`src/rtl/sam_cfg.svh`:
```
// constants for the spi header decoder and output pin configuration
// assumes inclusion by rtl files only
`ifndef SAM_CFG_SVH
`define SAM_CFG_SVH
`define SAM_HDR_RW_BIT 7
`define SAM_HDR_BURST_BIT 6
`define SAM_ADDR_MSB 5
`define SAM_CFG_LAST 6'h2E
`define SAM_STROBE_FIRST 6'h30
`define SAM_STROBE_LAST 6'h3D
`define SAM_FIFO_ADDR 6'h3F
`define SAM_OUT2_OFS 6'h00
`define SAM_OUT1_OFS 6'h01
`define SAM_DS_BIT 7
`define SAM_INV_BIT 6
`define SAM_SEL_MSB 5
`define SAM_OUT2_RST 8'h29
`define SAM_OUT1_RST 8'h2E
`define SAM_SEL_CHIP_RDY 6'h29
`define SAM_SEL_TRISTATE 6'h2E
`define SAM_STB_NOP 6'h3D
`endif

```
`src/rtl/sam_pkg.sv`:
```
// types for the spi header decoder
// assumes sam_cfg.svh constants alongside
package sam_pkg;
  typedef enum logic [1:0] {
    SAM_TGT_CONFIG,
    SAM_TGT_STROBE,
    SAM_TGT_STATUS,
    SAM_TGT_FIFO
  } sam_target_e;
  typedef enum logic [1:0] {
    SAM_ST_HEADER,
    SAM_ST_DATA
  } sam_state_e;
endpackage

```
`src/rtl/sam_dec_if.sv`:
```
// header decode results passed from decoder to the register bank
// assumes a single mclk domain
`timescale 1ns/1ps
interface sam_dec_if;
  import sam_pkg::*;
  logic [5:0] addr;
  logic is_read;
  logic is_burst;
  logic valid;
  sam_target_e target;
  modport dec (output addr, output is_read, output is_burst, output valid, output target);
  modport use_side (input addr, input is_read, input is_burst, input valid, input target);
endinterface

```
`src/rtl/sam_hdr_decode.sv`:
```
// combinational decode of one header byte into access kind and target
// assumes header byte is already captured on mclk
`timescale 1ns/1ps
`include "sam_cfg.svh"
module sam_hdr_decode (
  input wire logic [7:0] header,
  sam_dec_if.dec dec
);
  import sam_pkg::*;
  logic [5:0] a;
  always_comb begin
    a = header[`SAM_ADDR_MSB:0];
    dec.addr = a;
    dec.is_read = header[`SAM_HDR_RW_BIT];
    dec.is_burst = header[`SAM_HDR_BURST_BIT];
    dec.valid = 1'b0;
    dec.target = SAM_TGT_CONFIG;
    if (a <= `SAM_CFG_LAST) begin
      dec.valid = 1'b1;
    end else if (a >= `SAM_STROBE_FIRST && a <= `SAM_STROBE_LAST) begin
      dec.valid = 1'b1;
      dec.target = (header[`SAM_HDR_RW_BIT] && header[`SAM_HDR_BURST_BIT]) ?
        SAM_TGT_STATUS : SAM_TGT_STROBE;
      if (!header[`SAM_HDR_RW_BIT] && header[`SAM_HDR_BURST_BIT]) begin
        dec.valid = 1'b0;
      end
    end else if (a == `SAM_FIFO_ADDR && header[`SAM_HDR_RW_BIT]) begin
      dec.valid = 1'b1;
      dec.target = SAM_TGT_FIFO;
    end
  end
endmodule

```
`src/rtl/sam_spi_map.sv`:
```
// spi header decode, access routing and output pin configuration registers
// assumes byte strobes from an spi shifter on mclk; first byte of a frame is the header
// Notes on behaviour
// - header: address plus burst and read flags
// - 0x00-0x2E config, read/write, burst increments
// - 0x30-0x3D strobes or status; 0x3F fifo
// - bit 6 inverts pin, resets zero
// - output2 select resets 101001, bit7 reads zero
// - output1 select resets 101110, tristate
// - output1 bit 7 sets drive strength
// - no-op strobe still pulses strobe_pulse and loads strobe_code
`timescale 1ns/1ps
`include "sam_cfg.svh"
module sam_spi_map (
  input wire logic mclk,
  input wire logic rst_n,
  input wire logic clk_en,
  input wire logic frame_active,
  input wire logic byte_valid,
  input wire logic [7:0] byte_in,
  input wire logic [7:0] status_byte,
  input wire logic [7:0] fifo_rd_data,
  input wire logic [7:0] status_rd_data,
  input wire logic [7:0] ext_cfg_rd_data,
  input wire logic out2_signal,
  input wire logic out1_signal,
  output logic [7:0] byte_out,
  output logic [5:0] cur_addr,
  output logic strobe_pulse,
  output logic [5:0] strobe_code,
  output logic status_rd_pulse,
  output logic fifo_rd_pulse,
  output logic ext_cfg_wr_pulse,
  output logic [7:0] ext_cfg_wr_data,
  output logic general_output_2,
  output logic general_output_2_oe_n,
  output logic general_output_1,
  output logic general_output_1_oe_n,
  output logic output_drive_strength
);
  import sam_pkg::*;
  sam_dec_if dec_if ();
  logic [7:0] hdr_byte;
  sam_state_e state_reg, state_next;
  logic [5:0] addr_reg, addr_next;
  logic rd_reg, rd_next;
  logic burst_reg, burst_next;
  logic valid_reg, valid_next;
  sam_target_e tgt_reg, tgt_next;
  logic [7:0] out2_reg, out2_next;
  logic [7:0] out1_reg, out1_next;
  logic [7:0] byte_out_reg, byte_out_next;
  logic strobe_reg, strobe_next;
  logic [5:0] strobe_code_reg, strobe_code_next;
  logic status_rd_reg, status_rd_next;
  logic fifo_rd_reg, fifo_rd_next;
  logic ext_wr_reg, ext_wr_next;
  logic [7:0] ext_wdata_reg, ext_wdata_next;
  logic pin2_reg, pin2_next;
  logic pin2_oe_n_reg, pin2_oe_n_next;
  logic pin1_reg, pin1_next;
  logic pin1_oe_n_reg, pin1_oe_n_next;

  // read data for a config address; unused and reserved addresses give zero
  function automatic logic [7:0] cfg_read(input logic [5:0] a, input logic [7:0] o2,
      input logic [7:0] o1, input logic [7:0] ext);
    logic [7:0] r;
    r = 8'h00;
    if (a == `SAM_OUT2_OFS) begin
      r = {1'b0, o2[6:0]};
    end else if (a == `SAM_OUT1_OFS) begin
      r = o1;
    end else if (a <= `SAM_CFG_LAST) begin
      r = ext;
    end
    return r;
  endfunction

  // one pin value and enable from its config byte
  function automatic logic [1:0] pin_drive(input logic [7:0] cfg, input logic sig);
    logic [1:0] r;
    r = {1'b1, 1'b0};
    if (cfg[`SAM_SEL_MSB:0] != `SAM_SEL_TRISTATE) begin
      r = {1'b0, sig ^ cfg[`SAM_INV_BIT]};
    end
    return r;
  endfunction

  assign hdr_byte = byte_in;

  sam_hdr_decode u_dec (
    .header(hdr_byte),
    .dec(dec_if.dec)
  );

  always_comb begin
    state_next = state_reg;
    addr_next = addr_reg;
    rd_next = rd_reg;
    burst_next = burst_reg;
    valid_next = valid_reg;
    tgt_next = tgt_reg;
    out2_next = out2_reg;
    out1_next = out1_reg;
    byte_out_next = byte_out_reg;
    strobe_next = 1'b0;
    strobe_code_next = strobe_code_reg;
    status_rd_next = 1'b0;
    fifo_rd_next = 1'b0;
    ext_wr_next = 1'b0;
    ext_wdata_next = ext_wdata_reg;
    if (!frame_active) begin
      state_next = SAM_ST_HEADER;
    end else if (byte_valid) begin
      case (state_reg)
        SAM_ST_HEADER: begin
          addr_next = dec_if.addr;
          rd_next = dec_if.is_read;
          burst_next = dec_if.is_burst;
          valid_next = dec_if.valid;
          tgt_next = dec_if.target;
          byte_out_next = status_byte;
          state_next = SAM_ST_DATA;
          if (dec_if.valid && dec_if.target == SAM_TGT_STROBE) begin
            // no-op still pulses; consumers treat its code as inert
            strobe_next = 1'b1;
            strobe_code_next = dec_if.addr;
          end
          if (dec_if.is_read && !dec_if.valid) begin
            byte_out_next = 8'h00;
          end
          if (dec_if.valid && dec_if.is_read) begin
            if (dec_if.target == SAM_TGT_CONFIG) begin
              byte_out_next = cfg_read(dec_if.addr, out2_reg, out1_reg, ext_cfg_rd_data);
            end else if (dec_if.target == SAM_TGT_STATUS) begin
              byte_out_next = status_rd_data;
              status_rd_next = 1'b1;
            end else if (dec_if.target == SAM_TGT_FIFO) begin
              byte_out_next = fifo_rd_data;
              fifo_rd_next = 1'b1;
            end
          end
        end
        SAM_ST_DATA: begin
          byte_out_next = 8'h00;
          if (valid_reg && !rd_reg && tgt_reg == SAM_TGT_CONFIG) begin
            if (addr_reg == `SAM_OUT2_OFS) begin
              out2_next = {1'b0, byte_in[6:0]};
            end else if (addr_reg == `SAM_OUT1_OFS) begin
              out1_next = byte_in;
            end else begin
              ext_wr_next = 1'b1;
              ext_wdata_next = byte_in;
            end
          end
          if (burst_reg && tgt_reg == SAM_TGT_CONFIG) begin
            addr_next = addr_reg + 6'h01;
            valid_next = valid_reg && (addr_reg < `SAM_CFG_LAST);
            if (valid_reg && rd_reg && addr_reg < `SAM_CFG_LAST) begin
              byte_out_next = cfg_read(addr_reg + 6'h01, out2_reg, out1_reg, ext_cfg_rd_data);
            end
          end else if (burst_reg && valid_reg && rd_reg && tgt_reg == SAM_TGT_FIFO) begin
            byte_out_next = fifo_rd_data;
            fifo_rd_next = 1'b1;
          end else begin
            valid_next = 1'b0;
          end
        end
        default: begin
          state_next = SAM_ST_HEADER;
        end
      endcase
    end
  end

  always_comb begin
    {pin2_oe_n_next, pin2_next} = pin_drive(out2_reg, out2_signal);
    {pin1_oe_n_next, pin1_next} = pin_drive(out1_reg, out1_signal);
  end

  always_ff @(posedge mclk) begin
    if (!rst_n) begin
      state_reg <= SAM_ST_HEADER;
      addr_reg <= 6'h00;
      rd_reg <= 1'b0;
      burst_reg <= 1'b0;
      valid_reg <= 1'b0;
      tgt_reg <= SAM_TGT_CONFIG;
      out2_reg <= `SAM_OUT2_RST;
      out1_reg <= `SAM_OUT1_RST;
      byte_out_reg <= 8'h00;
      strobe_reg <= 1'b0;
      strobe_code_reg <= 6'h00;
      status_rd_reg <= 1'b0;
      fifo_rd_reg <= 1'b0;
      ext_wr_reg <= 1'b0;
      ext_wdata_reg <= 8'h00;
      pin2_reg <= 1'b0;
      pin2_oe_n_reg <= 1'b1;
      pin1_reg <= 1'b0;
      pin1_oe_n_reg <= 1'b1;
    end else if (clk_en) begin
      state_reg <= state_next;
      addr_reg <= addr_next;
      rd_reg <= rd_next;
      burst_reg <= burst_next;
      valid_reg <= valid_next;
      tgt_reg <= tgt_next;
      out2_reg <= out2_next;
      out1_reg <= out1_next;
      byte_out_reg <= byte_out_next;
      strobe_reg <= strobe_next;
      strobe_code_reg <= strobe_code_next;
      status_rd_reg <= status_rd_next;
      fifo_rd_reg <= fifo_rd_next;
      ext_wr_reg <= ext_wr_next;
      ext_wdata_reg <= ext_wdata_next;
      pin2_reg <= pin2_next;
      pin2_oe_n_reg <= pin2_oe_n_next;
      pin1_reg <= pin1_next;
      pin1_oe_n_reg <= pin1_oe_n_next;
    end
  end

  assign byte_out = byte_out_reg;
  assign cur_addr = addr_reg;
  assign strobe_pulse = strobe_reg;
  assign strobe_code = strobe_code_reg;
  assign status_rd_pulse = status_rd_reg;
  assign fifo_rd_pulse = fifo_rd_reg;
  assign ext_cfg_wr_pulse = ext_wr_reg;
  assign ext_cfg_wr_data = ext_wdata_reg;
  assign general_output_2 = pin2_reg;
  assign general_output_2_oe_n = pin2_oe_n_reg;
  assign general_output_1 = pin1_reg;
  assign general_output_1_oe_n = pin1_oe_n_reg;
  assign output_drive_strength = out1_reg[`SAM_DS_BIT];
endmodule

```
`config.mk`:
```
export PLATFORM = sky130hd
export DESIGN_NAME = sam_spi_map
export DESIGN_NICKNAME = d
export VERILOG_FILES = /design/src/rtl/sam_pkg.sv /design/src/rtl/sam_dec_if.sv /design/src/rtl/sam_hdr_decode.sv /design/src/rtl/sam_spi_map.sv
export VERILOG_INCLUDE_DIRS = /design/src /design/src/rtl
export SDC_FILE = /design/constraint.sdc
export NUM_CORES = 1
export LEC_CHECK = 0
export BUFFER_PORTS_ARGS = -buffer_cell sky130_fd_sc_hd__clkbuf_2
export CAP_MARGIN = 40
export CORE_ASPECT_RATIO = 0.7
export CORE_MARGIN = 2
export CORE_UTILIZATION = 50
export CTS_BUF_LIST = sky130_fd_sc_hd__clkbuf_16
export CTS_CLUSTER_DIAMETER = 100
export DETAILED_ROUTE_END_ITERATION = 8
export GPL_TIMING_DRIVEN = 0
export PLACE_DENSITY_LB_ADDON = 0.2
export SLEW_MARGIN = 0
export SYNTH_ARGS = -nofsm -noshare
export SYNTH_HDL_FRONTEND = slang
export SYNTH_SLANG_ARGS = --single-unit
```
`constraint.sdc`:
```
create_clock -name mclk -period 4.8 [get_ports mclk]
set_input_delay 0.96 -clock mclk [delete_from_list [all_inputs] [get_ports mclk]]
set_output_delay 0.96 -clock mclk [all_outputs]
set_load 0.01 [all_outputs]
```
Word-level counts from Yosys, hierarchy flattened

Index checks and enable logic that the tools add are counted.

Equal/unequal tests: 15
Bitwise operators: 4
Reductions and logical operators: 35
$lt $le $gt $ge: 5
Add/sub/neg operators: 1
Multiplexer cells: 58

Operator list:

| operator                                                              | number |
|---|---|
| 8-bit 2-to-1 mux                                                      | 14 |
| 1-bit 2-to-1 mux                                                      | 30 |
| 6-bit by 1-bit equality test with 1-bit output, second input constant | 3 |
| 6-bit less-or-equal comparator, second input constant                 | 3 |
| 6-bit logical NOT                                                     | 3 |
| 1-bit logical AND                                                     | 16 |
| 2-bit 2-to-1 mux                                                      | 8 |
| 8-bit case mux with 2 select lines                                    | 1 |
| 5-bit AND reduction                                                   | 3 |
| 7-bit AND reduction                                                   | 2 |
| 6-bit != test, second input constant                                  | 2 |
| 6-bit case mux with 2 select lines                                    | 1 |
| 4-bit AND reduction                                                   | 2 |
| 6-bit by 1-bit adder with 6-bit output, second input constant         | 1 |
| 2-bit equality test, second input constant                            | 3 |
| 6-bit equality test, second input constant                            | 1 |
| 6-bit >= comparator, second input constant                            | 1 |
| 2-bit logical NOT                                                     | 3 |
| 6-bit less-than comparator, second input constant                     | 1 |
| 6-bit 2-to-1 mux                                                      | 1 |
| 6-bit AND reduction                                                   | 1 |
| 2-bit by 1-bit equality test with 1-bit output, second input constant | 2 |
| 2-bit != test, second input constant                                  | 2 |
| 1-bit case mux with 2 select lines                                    | 2 |
| 8 further kinds                                                       | 12 |

Register bits after elaboration: 58
Input bits: 47

Logic depth before layout (Yosys ltp)

Word-level depth: 13
Gate-level depth with buffers: 9

By module

A second synthesis with hierarchy kept.

Cells, all modules: 430
Area total of the unflattened synthesis: 3,505.9 µm²

Modules (own cells, without submodules):

| module         | area each (µm²) | times used | cells each | seq. area each (µm²) |
|---|---|---|---|---|
| sam_spi_map    | 3,362.0         | 1          | 411        | 1,141.1 |
| sam_hdr_decode | 143.9           | 1          | 19         | 0.0 |

Least setup slack after synthesis

No wires, ideal clock.

Kind: input -> register
Start: in byte_in[3]
End: reg byte_out_reg[2] (netlist: byte_out[2])
Cell stages on the path: 8
Arrival: 2,485 ps
Slack: 2,193 ps
Path buffers: 2
Data required time: 4,678 ps
Path through: buf_2 and4_4 and3_1 buf_2 mux2_2 mux2i_1 o22ai_1 a221o_1

Word-level cells in the longest chain between the ends: 13
Elaborated cells on any way between the ends: 29

RTL lines:

| what                                                                         | line               | RTL |
|---|---|---|
| from (decl)                                                                  | sam_spi_map.sv:20  | `input wire logic [7:0] byte_in,` |
| parallel branches: the longest is 11 deep, another holds 6-bit >= comparator | n/a                |  |
| 8-bit 2-to-1 mux *                                                           | sam_spi_map.sv:132 | `if (dec_if.valid && dec_if.is_read) begin` |
| 8-bit case mux with 2 select lines *                                         | sam_spi_map.sv:115 | `case (state_reg)` |
| to (signal assigned)                                                         | sam_spi_map.sv:211 | `byte_out_reg <= byte_out_next;` |
| to (decl)                                                                    | sam_spi_map.sv:52  | `logic [7:0] byte_out_reg, byte_out_next;` |

Every way passes the cells marked *.
A chain may end at the register's enable or synchronous reset.

Worst setup path after layout

Start: in clk_en
End: reg out1_reg[6]

Word-level cells in the longest chain between the ends: 1

RTL lines:

| what                                 | line               | RTL |
|---|---|---|
| from (decl)                          | sam_spi_map.sv:17  | `input wire logic clk_en,` |
| 7-bit AND reduction (no source line) | n/a                |  |
| to (signal assigned)                 | sam_spi_map.sv:190 | `` out1_reg <= `SAM_OUT1_RST; `` |
| to (signal assigned)                 | sam_spi_map.sv:210 | `out1_reg <= out1_next;` |
| to (decl)                            | sam_spi_map.sv:51  | `logic [7:0] out1_reg, out1_next;` |

No other way between the ends.

==> flow_summary_export.csv <==
group,metric,value,unit
setup_path,crit_arrival,2.98,ns
final_layout,antenna_cells,0,
synth,synth-edff-count,0,
grt,grt_pass1_vias,3625,
sta,tightestPinTransition,0.826,ns
synth,synthFlopType,"dfxtp_1",
synth,syn_area,3490,um^2
routing,detail_route.drc_violations,0,
clocking,htreeDepth,3,
routing,num_vias,3964,
synth,syn_area_per_cell,7.80,um^2
sta,fin_tns_setup,0,ns
clocking,cts_setup_buffers,0,
sta,setup_viol,0,
clocking,clk_path_buf_depth,2,
power,power.density,304,nW/um^2
clocking,clockRootBuffer,"clkbuf_16",
synth,synth_seq_cells,57,
grt,grt_max_degree,11,
synth,synth_area_leader_cell,"dfxtp_1",
setup_path,path_class,"in -> reg",
routing,first_iter_violations,442,
final_layout,final_common_cell,"clkbuf_2",
setup_path,worst_setup_path_start_kind,"primary input",
placed_design,finalWeightedCongestion,0.970,
die,ios,84,
final_layout,finalNetCount,591,
flow_run,maxCapViolCount,0,
power,ir_drop,0.182,mV
power,power.leakage,1.91,nW
synth,synthArstFlopShare,0,%
die,core,6760,um^2
grt,gr-usage-all-layers,33.4,%
die,rows,25,
grt,grt_pass1_wl,19.5,mm
setup_path,cp_max_fo,10,
synth,syn_inst,447,
die,initial_utilization,51.6,%
synth,synthDistinctLibCells,65,
grt,antenna_found_initial,0,
routing,avgViaCountPerCell,6.22,
clocking,cts_tree,"done",
sta,clock-skew-final,0.00587,ns
synth,ys_warn_count,0,
sta,period_share,58.0,%
final_layout,area_growth,23.2,%
hold_path,hold_path.class,"reg -> reg",
setup_path,required,5.00,ns
setup_path,cp-end-kind,"flop",
grt,grt_remaining_overflow,0,
synth,synth-adder-area-share,2.08,%
synth,synth_top_area_share,32.7,%
clocking,cts_made_buffers,9,
routing,routedWlPerCell,20.0,um
die,dieWidth,104,um
synth,syn-num-nets,499,
sta,rsz0062_at_grt,"no",
routing,detail_route.first_pass.iterations,5,
die,die_h,73.9,um
synth,yosysSeqAreaShare,32.7,%
synth,synth.mux.area_fraction,10.1,%
routing,drtAntennaViolNets,0,
final_layout,drive_gt1_share,23.2,%
synth,synthSimpleGateAreaFrac,22.1,%
sta,finalHoldViolations,0,
placed_design,numPortBuffers,80,
synth,synth_xor_xnor_area_share,1.01,%
final_layout,fillers,630,
synth,synth_top_family_by_area,"compound AO/OA/AOI/OAI gates",
clocking,cts_repair_resize_count,0,
routing,wl,12.7,mm
clocking,postCtsHoldBufs,0,
outcome,status,"finished clean",
placed_design,place_area,4010,um^2
clocking,clkTransAtPathRegs,0.06,ns
final_layout,fin_area,4290,um^2
sta,drv_slew,0,
synth,synth_compound_area_share,25.8,%
sta,min_period,2.78,ns
clocking,clkLatencyLatePin,0.33,ns
final_layout,final_cell_mix,"80 x clkbuf_2, 57 x dfxtp_1, 50 x nor2_1",
synth,yosys-top-cells-area,"dfxtp_1 33%, mux2i_1 9.5%, nor2_1 5.4%, nand2_1 5.1%, a21oi_1 4.5%",
sta,fmax,359,MHz
clocking,clock_sinks,57,
placed_design,hpwl,9.42,mm
die,die_area,7670,um^2
sta,slew_headroom,44.7,%
-- synthesized netlist by cell type (all sizes together), types with 2 or more instances --
cell,instances
nand2,47
o21a,3
a2bb2oi,2
o2111ai,2
nand4,2
and3,5
mux2i,33
a311oi,2
nor2b,5
nand3b,4
nand3,16
a211oi,5
xor2,3
o211ai,8
buf,15
inv,16
a31o,5
clkbuf,18
a21oi,31
nor4,3
dfxtp,57
a32oi,2
mux2,2
o31ai,4
and4,2
and2,7
a211o,3
a31oi,10
o22ai,6
a221o,2
a22o,2
o21ai,35
nor2,51
nor3,7
ha,5
a22oi,6
or3b,2
-- cell type report --
cell class	count	area, um^2	share of cell area, %
repair buffers	81	405	9.44
plain buffers	33	151	3.53
well taps	94	118	2.74
clock inverters	6	60.1	1.40
inverters	16	60.1	1.40
clock buffers	9	225	5.24
flip-flops and latches	57	1140	26.6
multi-input cells	341	2130	49.7
-- cell families (layout without fill, tap and decap cells) --
kind of cell	count (synthesis)	in the layout
AO/OA/AOI/OAI	139	139
XOR/XNOR	4	4
adder cells (fa/ha/maj)	6	6
buffers and inverters	49	145
flip-flops	57	57
multiplexers	35	35
AND/OR/NAND/NOR	157	157
-- where the power goes --
part	internal, mW	leakage, nW	switching (mW)
combinational	0.0683	1.30	0.117
clock	0.395	0.139	0.232
sequential	0.485	0.462	0.00851
-- path summary, 6_finish.rpt --
kind,start,to,slack [ns],cells after the start
worst max register to register,cur_addr[1],byte_out[1],2.04,9
worst max-delay path,clk_en,out1_reg[6],2.02,8
worst min register to register,strobe_code[5],strobe_code[5],0.45,2
worst min-delay path,strobe_code[5],strobe_code[5],0.45,2
-- critical path: stages --
cell      delay, ns
buf_2          0.20
and3_1         0.18
clkbuf_1       0.34
nand4_1        0.20
nor3b_2        0.48
buf_2          0.33
mux2i_1        0.23
nor2_1         0.06
-- metal layers --
layer | vias up | routed length (um) | GRT usage, %
met1 | 1857 | 5580 | 46.6
met3 | 30 | 1620 | 9.14
met2 | 264 | 5240 | 49.5
met4 | 0 | 296 | 12.2
li1 | 1813 | - | -
met5 | - | 0 | 0
-- metrics by stage --
step                      hold slack (ns)  util, %  instances  power (mW)  worst slack [ns]
final                               0.451     63.6        637        1.31              2.02
after global routing                0.483     63.6        637        1.34              1.81
after CTS                           0.452     63.6        637        1.31              2.09
after detailed placement            0.437     59.3        622       0.682              1.77
after global placement              0.436     59.3        621       0.679              1.74
after floorplan                     0.445        -        447       0.610              2.19
No activity file was read; power rests on OpenSTA's default activity.
